===== src/common/dcsp_defs.vh =====
`ifndef DCSP_DEFS_VH
`define DCSP_DEFS_VH

// ==========================================================
// Register offsets (word index on the register port)
`define DCSP_OFS_PIN_FUNC 6'h04
`define DCSP_OFS_CH1_MODE_A 6'h05
`define DCSP_OFS_CH1_SHIFT_LOW 6'h06
`define DCSP_OFS_CH1_SHIFT_HIGH 6'h07
`define DCSP_OFS_DRIVE_CTRL 6'h0C
`define DCSP_OFS_CH2_MODE_A 6'h1B
`define DCSP_OFS_CH2_MODE_B 6'h1C
`define DCSP_OFS_CH2_SHIFT_LOW 6'h1D
`define DCSP_OFS_CH2_SHIFT_HIGH 6'h1E
`define DCSP_OFS_CH1_MODE_B 6'h28

// ==========================================================
// Reset values
`define DCSP_RST_4BIT 4'h0

// ==========================================================
// Field positions
`define DCSP_MODEA_PIN 3
`define DCSP_PF_IN1 0
`define DCSP_PF_OUT1 1
`define DCSP_PF_IN2 2
`define DCSP_PF_OUT2 3
`define DCSP_DRV_PMOS1 0
`define DCSP_MB_PRESCALE 0
`define DCSP_MB_IDLE 1
`define DCSP_MB_PMOS 2

// ==========================================================
// Clock select code for the external clock
`define DCSP_EXT_CLK 3'h7

// ==========================================================
// Half periods of the generated clock, in clk_sys cycles
`define DCSP_HALF_0 13'h0800
`define DCSP_HALF_1 13'h0200
`define DCSP_HALF_2 13'h0080
`define DCSP_HALF_3 13'h0020
`define DCSP_HALF_4 13'h0008
`define DCSP_HALF_5 13'h0002

`endif


===== src/verilog/dcsp_top.v =====
// Design decision made here: the strobed register port.
`timescale 1ns/100ps
`include "dcsp_defs.vh"

// ==========================================================
// One serial channel
module dcsp_chan (
    input wire clk_sys,
    input wire reset_n,
    input wire mode_wr,
    input wire [3:0] wdata,
    input wire start,
    input wire sr_wr_lo,
    input wire sr_wr_hi,
    input wire prescale_sel,
    input wire idle_level,
    input wire cont_ok,
    input wire sck_s,
    input wire si_s,
    input wire irq_clr,
    output reg [7:0] shift_data,
    output reg sck_gen,
    output reg sck_drive,
    output reg so_bit,
    output reg irq_flag
);
    localparam ST_WAIT = 4'h1;
    localparam ST_CLKW = 4'h2;
    localparam ST_XFER = 4'h4;
    localparam ST_CONT = 4'h8;

    reg [3:0] mode_a;
    reg [3:0] mode_act;
    reg [3:0] state;
    reg [2:0] bit_cnt;
    reg first_low;
    reg [12:0] hcnt;
    reg sck_prev;

    // Half period minus one for the selected ratio
    function [12:0] dcsp_half;
        input b0;
        input [2:0] sel;
        reg [12:0] h;
        begin
            h = `DCSP_HALF_5;
            case (sel)
                3'h0: h = `DCSP_HALF_0;
                3'h1: h = `DCSP_HALF_1;
                3'h2: h = `DCSP_HALF_2;
                3'h3: h = `DCSP_HALF_3;
                3'h4: h = `DCSP_HALF_4;
                default: h = `DCSP_HALF_5;
            endcase
            if (b0) begin
                h = {h[11:0], 1'b0};
            end
            dcsp_half = h - 13'h0001;
        end
    endfunction

    wire ext = (mode_act[2:0] == `DCSP_EXT_CLK);
    wire in_xfer = (state == ST_XFER);
    wire gen_run = ~ext & (state == ST_CLKW | in_xfer | state == ST_CONT);
    wire tick = gen_run & (hcnt == 13'h0000);
    // Clock held off while idle or in the cycle of a mode write
    wire fall_ev = ~mode_wr & (ext ? (sck_prev & ~sck_s) : (tick & sck_gen));
    wire rise_ev = ~mode_wr & (ext ? (~sck_prev & sck_s) : (tick & ~sck_gen));
    wire go_cont = ~ext & cont_ok;
    wire last_rise = in_xfer & rise_ev & ~start & (bit_cnt == 3'h7);
    // Abort in the first low pulse raises no flag
    wire abort = in_xfer & (mode_wr | start) & ~first_low;
    wire set_irq = last_rise | abort;

    // Mode A holding and the one-cycle-late active copy
    always @(posedge clk_sys) begin
        if (!reset_n) begin
            mode_a <= `DCSP_RST_4BIT;
            mode_act <= `DCSP_RST_4BIT;
        end else begin
            if (mode_wr) begin
                mode_a <= wdata;
            end
            mode_act <= mode_a;
        end
    end

    // Prescaler and generated clock; idle high
    always @(posedge clk_sys) begin
        if (!reset_n || mode_wr || !gen_run) begin
            sck_gen <= 1'b1;
            hcnt <= dcsp_half(prescale_sel, mode_act[2:0]);
        end else if (tick) begin
            sck_gen <= ~sck_gen;
            hcnt <= dcsp_half(prescale_sel, mode_act[2:0]);
        end else begin
            hcnt <= hcnt - 13'h0001;
        end
    end

    // Edge detector looks only at the settled copy
    always @(posedge clk_sys) begin
        if (!reset_n) begin
            sck_prev <= 1'b1;
            sck_drive <= 1'b0;
        end else begin
            sck_prev <= sck_s;
            sck_drive <= ~ext & mode_act[`DCSP_MODEA_PIN];
        end
    end

    // Channel state, octal counter and interrupt flag
    always @(posedge clk_sys) begin
        if (!reset_n) begin
            state <= ST_WAIT;
            bit_cnt <= 3'h0;
            first_low <= 1'b0;
            irq_flag <= 1'b0;
        end else begin
            // Set wins over a clear in the same cycle
            irq_flag <= set_irq | (irq_flag & ~irq_clr);
            if (mode_wr) begin
                state <= ST_WAIT;
                bit_cnt <= 3'h0;
                first_low <= 1'b0;
            end else begin
                case (state)
                    ST_WAIT: begin
                        if (start) begin
                            state <= ST_CLKW;
                        end
                    end
                    ST_CLKW: begin
                        if (fall_ev && !start) begin
                            state <= go_cont ? ST_CONT : ST_XFER;
                            first_low <= ~go_cont;
                        end
                    end
                    ST_XFER: begin
                        if (start) begin
                            state <= ST_CLKW;
                            bit_cnt <= 3'h0;
                            first_low <= 1'b0;
                        end else if (rise_ev) begin
                            first_low <= 1'b0;
                            bit_cnt <= bit_cnt + 3'h1;
                            if (bit_cnt == 3'h7) begin
                                // Internal clock stops after the eighth pulse
                                state <= ext ? ST_CLKW : ST_WAIT;
                            end
                        end
                    end
                    ST_CONT: begin
                        state <= ST_CONT;
                    end
                    default: begin
                        state <= ST_WAIT;
                    end
                endcase
            end
        end
    end

    // Shift register; no reset, contents are software data
    always @(posedge clk_sys) begin
        if (sr_wr_lo) begin
            shift_data[3:0] <= wdata;
        end else if (sr_wr_hi) begin
            shift_data[7:4] <= wdata;
        end else if (in_xfer && rise_ev && !start) begin
            shift_data <= {si_s, shift_data[7:1]};
        end
    end

    // Serial output: data bit in transfer, idle level otherwise
    always @(posedge clk_sys) begin
        if (!reset_n) begin
            so_bit <= 1'b1;
        end else if (fall_ev && !start && (in_xfer || (state == ST_CLKW && !go_cont))) begin
            so_bit <= shift_data[0];
        end else if (!in_xfer) begin
            so_bit <= idle_level;
        end
    end
endmodule

// ==========================================================
// Register port, pin synchronisers and pin drivers
module dcsp_top (
    input wire clk_sys,
    input wire reset_n,
    input wire [5:0] reg_addr,
    input wire [3:0] reg_wdata,
    input wire reg_wr,
    input wire reg_rd,
    output reg [3:0] reg_rdata,
    input wire ch1_start_instr,
    input wire ch1_irq_clr,
    input wire ch2_irq_clr,
    output wire ch1_irq_flag,
    output wire ch2_irq_flag,
    input wire ch1_shift_clock_in,
    output reg ch1_shift_clock_out,
    output reg ch1_shift_clock_oe,
    input wire ch1_serial_in,
    output reg ch1_serial_out,
    output reg ch1_serial_out_oe,
    input wire ch2_shift_clock_in,
    output reg ch2_shift_clock_out,
    output reg ch2_shift_clock_oe,
    input wire ch2_serial_in,
    output reg ch2_serial_out,
    output reg ch2_serial_out_oe
);
    reg [3:0] serial_pin_function;
    reg [3:0] output_drive_control;
    reg [1:0] ch1_mode_b;
    reg [2:0] ch2_mode_b;
    reg [3:0] pin_s1;
    reg [3:0] pin_s2;
    wire [7:0] c1_sr;
    wire [7:0] c2_sr;
    wire c1_sck;
    wire c2_sck;
    wire c1_drv;
    wire c2_drv;
    wire c1_so;
    wire c2_so;

    // Address decode helper
    function hit;
        input [5:0] a;
        input [5:0] ofs;
        begin
            hit = (a == ofs);
        end
    endfunction

    wire wr_m1a = reg_wr & hit(reg_addr, `DCSP_OFS_CH1_MODE_A);
    wire wr_m2a = reg_wr & hit(reg_addr, `DCSP_OFS_CH2_MODE_A);
    // Reading channel-2 mode A is that channel's start instruction
    wire rd_m2a = reg_rd & hit(reg_addr, `DCSP_OFS_CH2_MODE_A);

    // Two-stage synchronisers: ch2 data, ch2 clock, ch1 data, ch1 clock
    always @(posedge clk_sys) begin
        if (!reset_n) begin
            pin_s1 <= 4'hF;
            pin_s2 <= 4'hF;
        end else begin
            pin_s1 <= {ch2_serial_in, ch2_shift_clock_in, ch1_serial_in, ch1_shift_clock_in};
            pin_s2 <= pin_s1;
        end
    end

    // Write-only configuration registers
    always @(posedge clk_sys) begin
        if (!reset_n) begin
            serial_pin_function <= `DCSP_RST_4BIT;
            output_drive_control <= `DCSP_RST_4BIT;
            ch1_mode_b[`DCSP_MB_PRESCALE] <= 1'b0;
            ch2_mode_b[`DCSP_MB_PRESCALE] <= 1'b0;
            ch2_mode_b[`DCSP_MB_PMOS] <= 1'b0;
        end else if (reg_wr) begin
            if (hit(reg_addr, `DCSP_OFS_PIN_FUNC)) begin
                serial_pin_function <= reg_wdata;
            end
            if (hit(reg_addr, `DCSP_OFS_DRIVE_CTRL)) begin
                output_drive_control <= reg_wdata;
            end
            if (hit(reg_addr, `DCSP_OFS_CH1_MODE_B)) begin
                ch1_mode_b[`DCSP_MB_PRESCALE] <= reg_wdata[0];
            end
            if (hit(reg_addr, `DCSP_OFS_CH2_MODE_B)) begin
                ch2_mode_b[`DCSP_MB_PRESCALE] <= reg_wdata[0];
                ch2_mode_b[`DCSP_MB_PMOS] <= reg_wdata[2];
            end
        end
        // Idle-level bits keep their value through reset
        if (reg_wr && hit(reg_addr, `DCSP_OFS_CH1_MODE_B)) begin
            ch1_mode_b[`DCSP_MB_IDLE] <= reg_wdata[1];
        end
        if (reg_wr && hit(reg_addr, `DCSP_OFS_CH2_MODE_B)) begin
            ch2_mode_b[`DCSP_MB_IDLE] <= reg_wdata[1];
        end
    end

    // Read data one cycle after the strobe; write-only words read zero
    always @(posedge clk_sys) begin
        if (!reset_n || !reg_rd) begin
            reg_rdata <= 4'h0;
        end else begin
            case (reg_addr)
                `DCSP_OFS_CH1_SHIFT_LOW: reg_rdata <= c1_sr[3:0];
                `DCSP_OFS_CH1_SHIFT_HIGH: reg_rdata <= c1_sr[7:4];
                `DCSP_OFS_CH2_SHIFT_LOW: reg_rdata <= c2_sr[3:0];
                `DCSP_OFS_CH2_SHIFT_HIGH: reg_rdata <= c2_sr[7:4];
                default: reg_rdata <= 4'h0;
            endcase
        end
    end

    dcsp_chan u_ch1 (
        .clk_sys(clk_sys),
        .reset_n(reset_n),
        .mode_wr(wr_m1a),
        .wdata(reg_wdata),
        .start(ch1_start_instr),
        .sr_wr_lo(reg_wr & hit(reg_addr, `DCSP_OFS_CH1_SHIFT_LOW)),
        .sr_wr_hi(reg_wr & hit(reg_addr, `DCSP_OFS_CH1_SHIFT_HIGH)),
        .prescale_sel(ch1_mode_b[`DCSP_MB_PRESCALE]),
        .idle_level(ch1_mode_b[`DCSP_MB_IDLE]),
        .cont_ok(~serial_pin_function[`DCSP_PF_IN1] & ~serial_pin_function[`DCSP_PF_OUT1]),
        .sck_s(pin_s2[0]),
        .si_s(pin_s2[1]),
        .irq_clr(ch1_irq_clr),
        .shift_data(c1_sr),
        .sck_gen(c1_sck),
        .sck_drive(c1_drv),
        .so_bit(c1_so),
        .irq_flag(ch1_irq_flag)
    );

    dcsp_chan u_ch2 (
        .clk_sys(clk_sys),
        .reset_n(reset_n),
        .mode_wr(wr_m2a),
        .wdata(reg_wdata),
        .start(rd_m2a),
        .sr_wr_lo(reg_wr & hit(reg_addr, `DCSP_OFS_CH2_SHIFT_LOW)),
        .sr_wr_hi(reg_wr & hit(reg_addr, `DCSP_OFS_CH2_SHIFT_HIGH)),
        .prescale_sel(ch2_mode_b[`DCSP_MB_PRESCALE]),
        .idle_level(ch2_mode_b[`DCSP_MB_IDLE]),
        .cont_ok(~serial_pin_function[`DCSP_PF_IN2] & ~serial_pin_function[`DCSP_PF_OUT2]),
        .sck_s(pin_s2[2]),
        .si_s(pin_s2[3]),
        .irq_clr(ch2_irq_clr),
        .shift_data(c2_sr),
        .sck_gen(c2_sck),
        .sck_drive(c2_drv),
        .so_bit(c2_so),
        .irq_flag(ch2_irq_flag)
    );

    // Pin drivers; with PMOS off the serial data output is open drain
    always @(posedge clk_sys) begin
        if (!reset_n) begin
            ch1_shift_clock_out <= 1'b1;
            ch1_shift_clock_oe <= 1'b0;
            ch1_serial_out <= 1'b1;
            ch1_serial_out_oe <= 1'b0;
            ch2_shift_clock_out <= 1'b1;
            ch2_shift_clock_oe <= 1'b0;
            ch2_serial_out <= 1'b1;
            ch2_serial_out_oe <= 1'b0;
        end else begin
            ch1_shift_clock_out <= c1_sck;
            ch1_shift_clock_oe <= c1_drv;
            ch1_serial_out <= c1_so;
            ch1_serial_out_oe <= serial_pin_function[`DCSP_PF_OUT1]
                & (output_drive_control[`DCSP_DRV_PMOS1] | ~c1_so);
            ch2_shift_clock_out <= c2_sck;
            ch2_shift_clock_oe <= c2_drv;
            ch2_serial_out <= c2_so;
            ch2_serial_out_oe <= serial_pin_function[`DCSP_PF_OUT2]
                & (ch2_mode_b[`DCSP_MB_PMOS] | ~c2_so);
        end
    end
endmodule


===== config.mk =====
export PLATFORM = sky130hd
export DESIGN_NAME = dcsp_top
export DESIGN_NICKNAME = d
export VERILOG_FILES = /design/src/verilog/dcsp_top.v
export VERILOG_INCLUDE_DIRS = /design/src /design/src/common
export SDC_FILE = /design/constraint.sdc
export NUM_CORES = 1
export LEC_CHECK = 0
export ABC_AREA = 1
export BUFFER_PORTS_ARGS = -buffer_cell sky130_fd_sc_hd__buf_2
export CAP_MARGIN = 40
export CORE_UTILIZATION = 40
export CTS_CLUSTER_DIAMETER = 200
export DETAILED_ROUTE_END_ITERATION = 12
export PLACE_DENSITY_LB_ADDON = 0.05
export SYNTH_ARGS = -nofsm -noshare
export SYNTH_HDL_FRONTEND = slang
export SYNTH_SLANG_ARGS = --single-unit
export TNS_END_PERCENT = 5

===== constraint.sdc =====
create_clock -name clk_sys -period 3.2 [get_ports clk_sys]
set_clock_uncertainty 0.05 [all_clocks]
set_input_delay 0.64 -clock clk_sys [delete_from_list [all_inputs] [get_ports clk_sys]]
set_output_delay 0.64 -clock clk_sys [all_outputs]
set_load 0.005 [all_outputs]

Yosys cells after proc, flatten, opt, wreduce, memory -nomap -nowiden
Index checks and enable logic that the tools add are counted.
Widths: inputs -> output; s select.
{ "totals": {"reg_bits": 114, "latchBits": 0, "ramBits": 0, "romBits": 0, "out_inout_bits": 14, "n_memories": 0} }
{ "classes": {"add_sub_neg": 8, "multipliers": 0, "n_div": 0, "n_lt_le_gt_ge": 0, "eq_ne": 42, "n_shift": 0, "muxes": 59, "bitwise": 82, "reduce_logical": 55} }
{ "op_table": {"columns": ["cell", "n"], "rows": [
  ["$mux 13", 12],
  ["$pmux 12 s5", 2],
  ["$sub 13x1->13 const B", 6],
  ["$mux 4", 18],
  ["$pmux 4 s4", 3],
  ["$and 1x1->1", 43],
  ["$not 1->1", 27],
  ["$logic_not 13->1", 2],
  ["$eq 6x3->1 const B", 4],
  ["$eq 6x5->1 const B", 4],
  ["$reduce_and 2->1", 10],
  ["$eq 3x3->1 const B", 6],
  ["$mux 8", 2],
  ["$reduce_bool 2->1", 8],
  ["$mux 1", 14],
  ["$eq 3x2->1 const B", 4],
  ["$logic_and 1x1->1", 12],
  ["$mux 3", 4],
  ["$or 1x1->1", 12],
  ["$ne 2x1->1 const B", 5],
  ["$eq 4x1->1 const B", 2],
  ["$eq 4x2->1 const B", 2],
  ["$eq 4x3->1 const B", 2],
  ["$eq 4x4->1 const B", 2],
  ["15 further kinds", 40]
]} }

Longest topological paths before layout
Gate-level depths: netlist of the first run.
{ "depth": {"ltp_word": 13, "depth_mapped": 14, "mapped_depth_nobuf": 14} }

Cells and area by module
From an unflattened synthesis of the first run, not the netlist that was laid out.
{ "unflattened": {"cells_unflattened": 772, "hier_area_um2": 5605.4} }
{ "modules_own_cells": {"columns": ["mod", "instances", "cells_per_inst", "area_each_um2", "seq_area_each_um2"], "rows": [
  ["dcsp_chan (u_ch2)", 1, 305, 2202.1, 920.9],
  ["dcsp_chan (u_ch1)", 1, 304, 2174.6, 920.9],
  ["dcsp_top", 1, 163, 1228.7, 620.6]
]} }

Least setup slack after synthesis of the first run
OpenSTA, ideal clock, no wires.
{ "synth_timing": {"kind": "input to register", "from": "in reg_addr[5]", "to": "reg u_ch2.shift_data[4] (enable)", "setup_ns": 0.339, "arrival_ns": 1.717, "required_ns": 2.811, "setup_slack_ns": 1.093, "cell_stages": 9, "n_path_buf": 0, "path_cell_list": "inv_1 -> nand2_1 -> nor2_1 -> inv_1 -> nor2_1 -> inv_1 -> nor2_1 -> inv_1 -> a21oi_1"} }
{ "synth_via": {"elab_chain_len": 8, "elab_cells_between_ends": 15, "cone_classes": "eq/ne (3); bitwise (7); reduce/logical (5)"} }
{ "synth_rtl": {"columns": ["element", "line_no", "source"], "rows": [
  ["start: declaration", "dcsp_top.v:192", "input wire [5:0] reg_addr,"],
  ["$eq 6x5->1", "dcsp_top.v:235", "hit = (a == ofs);"],
  ["$and 1x1->1", "dcsp_top.v:240", "wire wr_m2a = reg_wr & hit(reg_addr, `DCSP_OFS_CH2_MODE_A);"],
  ["$not 1->1", "dcsp_top.v:68", "wire rise_ev = ~mode_wr & (ext ? (~sck_prev & sck_s) : (tick & ~sck_gen));"],
  ["$and 1x1->1", "dcsp_top.v:68", null],
  ["$logic_and 1x1->1 (2 in a row)", "dcsp_top.v:170", "end else if (in_xfer && rise_ev && !start) begin"],
  ["$reduce_bool 2->1 (no line)", null, null],
  ["$reduce_and 2->1 (no line) *", null, null],
  ["end signal: assignment", "dcsp_top.v:169", "shift_data[7:4] <= wdata;"],
  ["end signal: assignment", "dcsp_top.v:171", "shift_data <= {si_s, shift_data[7:1]};"],
  ["end: declaration", "dcsp_top.v:21", "output reg [7:0] shift_data,"]
]} }
Mark *: on every way between the ends. The rest lies on a longest branch, timed or not.
A chain may end at the register's enable or synchronous reset.

Worst setup path after layout of the first run
{ "layout_timing": {"from": "reg u_ch2.hcnt[0]", "to": "reg u_ch2.shift_data[0] (enable)"} }
{ "layout_via": {"elab_chain_len": 9} }
{ "layout_rtl": {"columns": ["element", "line_no", "source"], "rows": [
  ["start: declaration", "dcsp_top.v:37", "reg [12:0] hcnt;"],
  ["start signal: assignment", "dcsp_top.v:92", "hcnt <= dcsp_half(prescale_sel, mode_act[2:0]);"],
  ["start signal: assignment", "dcsp_top.v:95", "hcnt <= dcsp_half(prescale_sel, mode_act[2:0]);"],
  ["start signal: assignment", "dcsp_top.v:97", "hcnt <= hcnt - 13'h0001;"],
  ["$logic_not 13->1", "dcsp_top.v:65", "wire tick = gen_run & (hcnt == 13'h0000);"],
  ["$and 1x1->1", "dcsp_top.v:65", null],
  ["$and 1x1->1", "dcsp_top.v:68", null],
  ["$mux 1", "dcsp_top.v:68", null],
  ["$and 1x1->1", "dcsp_top.v:68", null],
  ["$logic_and 1x1->1 (2 in a row)", "dcsp_top.v:170", null],
  ["$reduce_bool 2->1 (no line)", null, null],
  ["$reduce_and 2->1 (no line)", null, null],
  ["end signal: assignment", "dcsp_top.v:167", "shift_data[3:0] <= wdata;"],
  ["end signal: assignment", "dcsp_top.v:171", null]
]} }
Every way passes these cells.

==> impl_metrics.json, run 1 <==
{
  "outcome": "finished, final reports clean",
  "pwr_density_cell_nw_per_um2": 610,
  "wire_per_inst_um": 12.5,
  "hold_violations": 0,
  "dp.cells": 928,
  "async_flop_share_pct": 0,
  "synthesis.nets": 758,
  "path_cells": "inv_1, ha_1, inv_1, nor2_1, nand2_1, nor2_2, nand4_1, nand2_1, nand2_2, nor2_2, inv_1, o22ai_1",
  "critical_path.most_common_cell": "inv_1",
  "cts_hold_buf": 0,
  "synth_top_family_by_area": "simple AND/OR/NAND/NOR gates",
  "hold_start": "u_ch1.hcnt[0]",
  "slowest_delay_ns": 0.36,
  "grt_first_pass_wirelength_um": 20400,
  "cts-root-buf": "clkbuf_16",
  "grt-ovfl-total": 0,
  "netlist_area_um2": 5490,
  "grt.total_usage_pct": 18.1,
  "top_usage_layer": "met2",
  "clk_latency_ns": 0.41,
  "slew_headroom_pct": 44.1,
  "die_area_um2": 14200,
  "synthTopCellsByArea": "dfxtp_1, nand2_1, edfxtp_1",
  "synth_compound_area_share_pct": 12.9,
  "num_rows": 42,
  "die_h_um": 119,
  "synthTopCellsByCount": "nand2_1, inv_1, dfxtp_1",
  "ys_types": 37,
  "avgSynthCellArea_um2": 7.55,
  "synth.mux.area_fraction_pct": 0,
  "fin_cells": 960,
  "synthFlopType": "dfxtp_1",
  "worstSetupPathType": "register to register",
  "finalSetupViolations": 0,
  "crit_start": "u_ch2.hcnt[0]",
  "clk_pin_slew_worst_paths_ns": 0.05,
  "net-switching-power_uw": 963,
  "h-tree-depth": 4,
  "startpoint_type": "register",
  "p_sw_share_pct": 24.5,
  "die_w_um": 119,
  "tightest_slew_ns": 0.831,
  "crit_required_ns": 3.20,
  "totalWireLength_um": 12000,
  "finalSetupTns_ns": 0,
  "min_path_type": "register to register",
  "synth_xor_area_share_pct": 3.35,
  "remaining_drc_errors": 0,
  "hold_end": "u_ch1.hcnt[0]",
  "final_nets": 802,
  "fin_util_pct": 48.4,
  "ant_nets": 0,
  "place_congestion": 0.868,
  "synth_top_area_share_pct": 35.0,
  "synth-adder-area-share_pct": 2.28,
  "drt-pass1-iter-count": 5,
  "cp_data_arrival_time_ns": 2.30,
  "post_cts_resized": 0,
  "cts_buffers": 17,
  "vias": 4583,
  "synth_edf_count": 18,
  "start_util_pct": 41.3,
  "r2r_slack_ns": 0.91,
  "reg2reg_depth": 12,
  "nFillCells": 1354,
  "drive_gt1_share_pct": 15.8,
  "dp_hpwl_um": 9090,
  "met1_usage_pct": 25.1,
  "cp.buffers_inverters": 3,
  "max-cap-violations": 0,
  "clockPowerShare_pct": 48.7,
  "numPortBuffers": 34,
  "timing.rr.end": "u_ch2.shift_data[0]",
  "io_pins": 35,
  "cp-end-kind": "register",
  "yosysSeqAreaShare_pct": 44.8,
  "combPwrFrac_pct": 11.1,
  "power_leakage_uw": 0.00299,
  "rr_startpoint": "u_ch2.hcnt[0]",
  "period_share_pct": 71.6,
  "yosys.area.top_type": "dfxtp_1",
  "cts_buffer_depth": 2,
  "tritoncts": "done",
  "n_antenna_cell": 0,
  "p_int_uw": 2960,
  "synth_simple_gate_area_share_pct": 27.2,
  "cts_setup_buffers": 0,
  "area_growth_pct": 17.2,
  "slew_violations": 0,
  "crit_fanout": 5,
  "hold_depth": 1,
  "grt_max_degree": 17,
  "min_period_ns": 2.29,
  "critPathSlowestCell": "o22ai_1",
  "antenna_found_initial": 0,
  "cts_sinks": 114,
  "yosysMostFrequentCell": "nand2_1",
  "rsz0062_at_grt": "no",
  "seq_power_share_pct": 40.1,
  "max_freq_mhz": 436,
  "vias_per_cell": 4.77,
  "cp_top_family": "simple AND/OR/NAND/NOR gates",
  "grt_pass1_vias": 4317,
  "peakVddDrop_mv": 0.397,
  "synth_cells": 727,
  "met2_usage_pct": 27.3,
  "ys.warnings.count": 0,
  "drt_iter0_markers": 314,
  "ys_ff_latch": 114,
  "core_um2": 13300,
  "use_met3_pct": 4.74
}
-- worst max-delay path by stage --
stage	end	cells after the start
6_report	u_ch2.shift_data[0]	12
3_5_place_dp	u_ch2.hcnt[7]	10
5_1_grt	u_ch2.shift_data[2]	12
2_1_floorplan	u_ch2.shift_data[4]	9
3_3_place_gp	u_ch1.hcnt[9]	10
4_1_cts	u_ch2.shift_data[1]	12
-- power by group through the flow --
stage	clock, uW	sequential, uW	combinational [uW]
after floorplan	0	1590	350
after global placement	0	1600	434
after detailed placement	0	1600	435
after CTS	1960	1580	438
after global routing	2030	1590	499
final	1910	1580	438
-- routing by layer --
layer	routed length, um	share of wire, %
met5	0	0
met4	154	1.3
met3	430	3.6
met2	5190	43
met1	6190	52
-- registers in the layout, summed over array words and instances (netlist names), 8 cells and up --
signal and count:
u_ch1.hcnt 13, u_ch2.hcnt 13, u_ch2.shift_data 8, u_ch1.shift_data 8
-- layout by cell type (no fill, tap or decap), drive strengths merged, types with 10 or more instances in the layout --
cell,instances
a21oi,43
buf,38
clkbuf,21
dfxtp,96
edfxtp,18
ha,10
inv,115
nand2,156
nand3,47
nand4,10
nor2,86
o21ai,65
xor2,15
-- layout make-up --
cell class	instances	area [um2]	area share [%]
repair buffers	38	200	3.11
inverters	115	432	6.71
clock inverters	11	135	2.10
well taps	176	220	3.42
clock buffers	21	470	7.31
multi-input cells	485	2520	39.1
flip-flops and latches	114	2460	38.3
-- cell families after synthesis --
| logic type | count (synthesis) |
|---|---|
| adders and majority gates | 10 |
| and+or+nand+nor | 322 |
| AOI/OAI and AO/OA | 132 |
| xor gates and xnor gates | 21 |
| buffers and inverters | 128 |
| DFF | 114 |
-- per-stage QoR --
step | power (uW) | hold WS (ns) | cell area [um2] | setup slack [ns]
2_1_floorplan | 1940 | 0.315 | 5490 | 1.09
3_3_place_gp | 2040 | 0.324 | 5830 | 0.755
3_5_place_dp | 2040 | 0.328 | 5830 | 0.741
4_1_cts | 3970 | 0.341 | 6440 | 0.895
5_1_grt | 4110 | 0.347 | 6440 | 0.704
6_report | 3930 | 0.342 | 6440 | 0.908
Power figures use the tool's default switching activity.
==> inputs of run 2 (changes only) <==
- clock period: 3.2 -> 2.1 ns (I/O delays scaled with it)
==> run 2 against run 1 <==
Net effect: setup slack lost 0.83 ns; largest power group unchanged; total power grew 45%; critical endpoint is now u_ch2.shift_data[6]; die area is the same; sequential share of layout area shrank 0.60 points.
==> impl_metrics.json, run 2 (synthesis results as in run 1) <==
{
  "met1_usage_pct": 24.4,
  "n_antenna_cell": 0,
  "clk_pin_slew_worst_paths_ns": 0.05,
  "max_freq_mhz": 495,
  "worstSetupPathType": "register to register",
  "num_rows": 42,
  "met2_usage_pct": 29.2,
  "grt.total_usage_pct": 18.7,
  "cp_top_family": "simple AND/OR/NAND/NOR gates",
  "hold_violations": 0,
  "wire_per_inst_um": 12.5,
  "min_period_ns": 2.02,
  "grt-ovfl-total": 0,
  "drt_iter0_markers": 331,
  "cts_buffer_depth": 2,
  "min_path_type": "primary input to register",
  "vias_per_cell": 4.76,
  "critPathSlowestCell": "dfxtp_1",
  "top_usage_layer": "met2",
  "use_met3_pct": 4.65,
  "period_share_pct": 96.2,
  "cts_buffers": 17,
  "pwr_density_cell_nw_per_um2": 873,
  "finalSetupTns_ns": 0,
  "multiInputGateArea_um2": 2530,
  "tightest_slew_ns": 0.528,
  "cp.buffers_inverters": 4,
  "r2r_slack_ns": 0.08,
  "timing.rr.end": "u_ch2.shift_data[6]",
  "numPortBuffers": 34,
  "drive_gt1_share_pct": 18.0,
  "place_congestion": 0.878,
  "setup_slack_ns": 0.0788,
  "outcome": "finished, final reports clean",
  "grt_first_pass_wirelength_um": 20700,
  "slew_violations": 0,
  "final_nets": 824,
  "final_common_cell": "nand2_1",
  "nFillCells": 1331,
  "rsz0062_at_grt": "yes",
  "final_cell_area_um2": 6540,
  "dp_hpwl_um": 9200,
  "die_area_um2": 14200,
  "totalWireLength_um": 12300,
  "h-tree-depth": 4,
  "rr_startpoint": "u_ch2.hcnt[0]",
  "grt_pass1_vias": 4459,
  "tritoncts": "done",
  "hold_depth": 2,
  "pre_cts_slack_ns": 0.0416,
  "clk_latency_ns": 0.41,
  "vias": 4677,
  "largestRegisters": "u_ch1.hcnt (13), u_ch2.hcnt (13)",
  "io_pins": 35,
  "critical_path.most_common_cell": "inv_1",
  "finalSetupViolations": 0,
  "startpoint_type": "register",
  "peakVddDrop_mv": 0.531,
  "crit_required_ns": 2.18,
  "drt-pass1-iter-count": 7,
  "cts-root-buf": "clkbuf_16",
  "die_w_um": 119,
  "layout_common_cells": "nand2_1, inv_1, dfxtp_1",
  "area_growth_pct": 19.1,
  "die_h_um": 119,
  "hold_start": "ch2_shift_clock_in",
  "start_util_pct": 41.3,
  "reg2reg_depth": 13,
  "placed_area_um2": 6000,
  "slew_headroom_pct": 64.5,
  "cp_data_arrival_time_ns": 2.10,
  "crit_fanout": 4,
  "remaining_drc_errors": 0,
  "grt_max_degree": 20,
  "max-cap-violations": 0,
  "slowest_delay_ns": 0.32,
  "final-seq-area_um2": 2460,
  "antenna_found_initial": 0,
  "cp-end-kind": "register",
  "core_um2": 13300,
  "hold_end": "pin_s1[2]",
  "path_cells": "inv_1, ha_1, inv_1, nor2_2, nand2_1, nor2_4, nand4_1, nand2_1, nand2_2, nor2_4, inv_1, a21oi_1, buf_4",
  "ant_nets": 0,
  "power_leakage_uw": 0.00306,
  "cts_sinks": 114
}
==> run 2: what timing repair did <==
item,in CTS,in global routing
setup endpoints to repair,0,16
setup buffers,0,0
hold endpoints to repair,0,0
gates resized for setup,0,5
hold buffers,0,0
==> run 2: cell type report <==
cell class                      instances  area share, %
Clock buffer                           19           6.62
Timing Repair Buffer                   60           5.59
Inverter                              115           6.60
Clock inverter                         13           1.44
Multi-Input combinational cell        485           38.7
Tap cell                              176           3.37
Sequential cell                       114           37.7
==> run 2: how the worst max path moves through the flow <==
stage	from	to	slack [ns]	cells after the start
finish	u_ch2.hcnt[0]	u_ch2.shift_data[6]	0.08	13
global route	u_ch2.hcnt[0]	u_ch2.shift_data[2]	-0.07	13
CTS	u_ch2.hcnt[0]	u_ch2.shift_data[6]	0.02	13
detailed placement	u_ch2.hcnt[0]	u_ch2.shift_data[6]	0.04	13
global placement	u_ch2.hcnt[0]	u_ch2.shift_data[5]	0.09	13
floorplan	reg_addr[5]	u_ch2.shift_data[4]	0.21	9
==> run 2: per-stage QoR <==
stage	hold WS [ns]	instances	power, uW	utilization [%]
global route	0.127	982	5970	49.2
global placement	0.328	950	3130	45.1
CTS	0.126	982	5760	49.1
floorplan	0.315	727	2960	-
finish	0.146	982	5710	49.2
detailed placement	0.330	950	3150	45.1
==> run 2: worst reg2reg max path, cell delays in order (launching register included) <==
cell,delay [ns]
dfxtp_1,0.32
inv_1,0.08
ha_1,0.16
inv_1,0.05
nor2_2,0.10
nand2_1,0.09
nor2_4,0.12
nand4_1,0.13
nand2_1,0.10
nand2_2,0.08
nor2_4,0.11
inv_1,0.07
a21oi_1,0.13
buf_4,0.15
==> run 2: metal layers <==
layer | wire length, um | up-vias
met2 | 5440 | 95
met1 | 6280 | 2087
met3 | 420 | 14
met4 | 174 | 0
met5 | 0 | -
li1 | - | 2481
==> run 2: report_power, final <==
part	total, uW	internal, uW	switching [uW]
sequential	2400	2330	73.8
clock	2590	1600	998
combinational	712	273	439
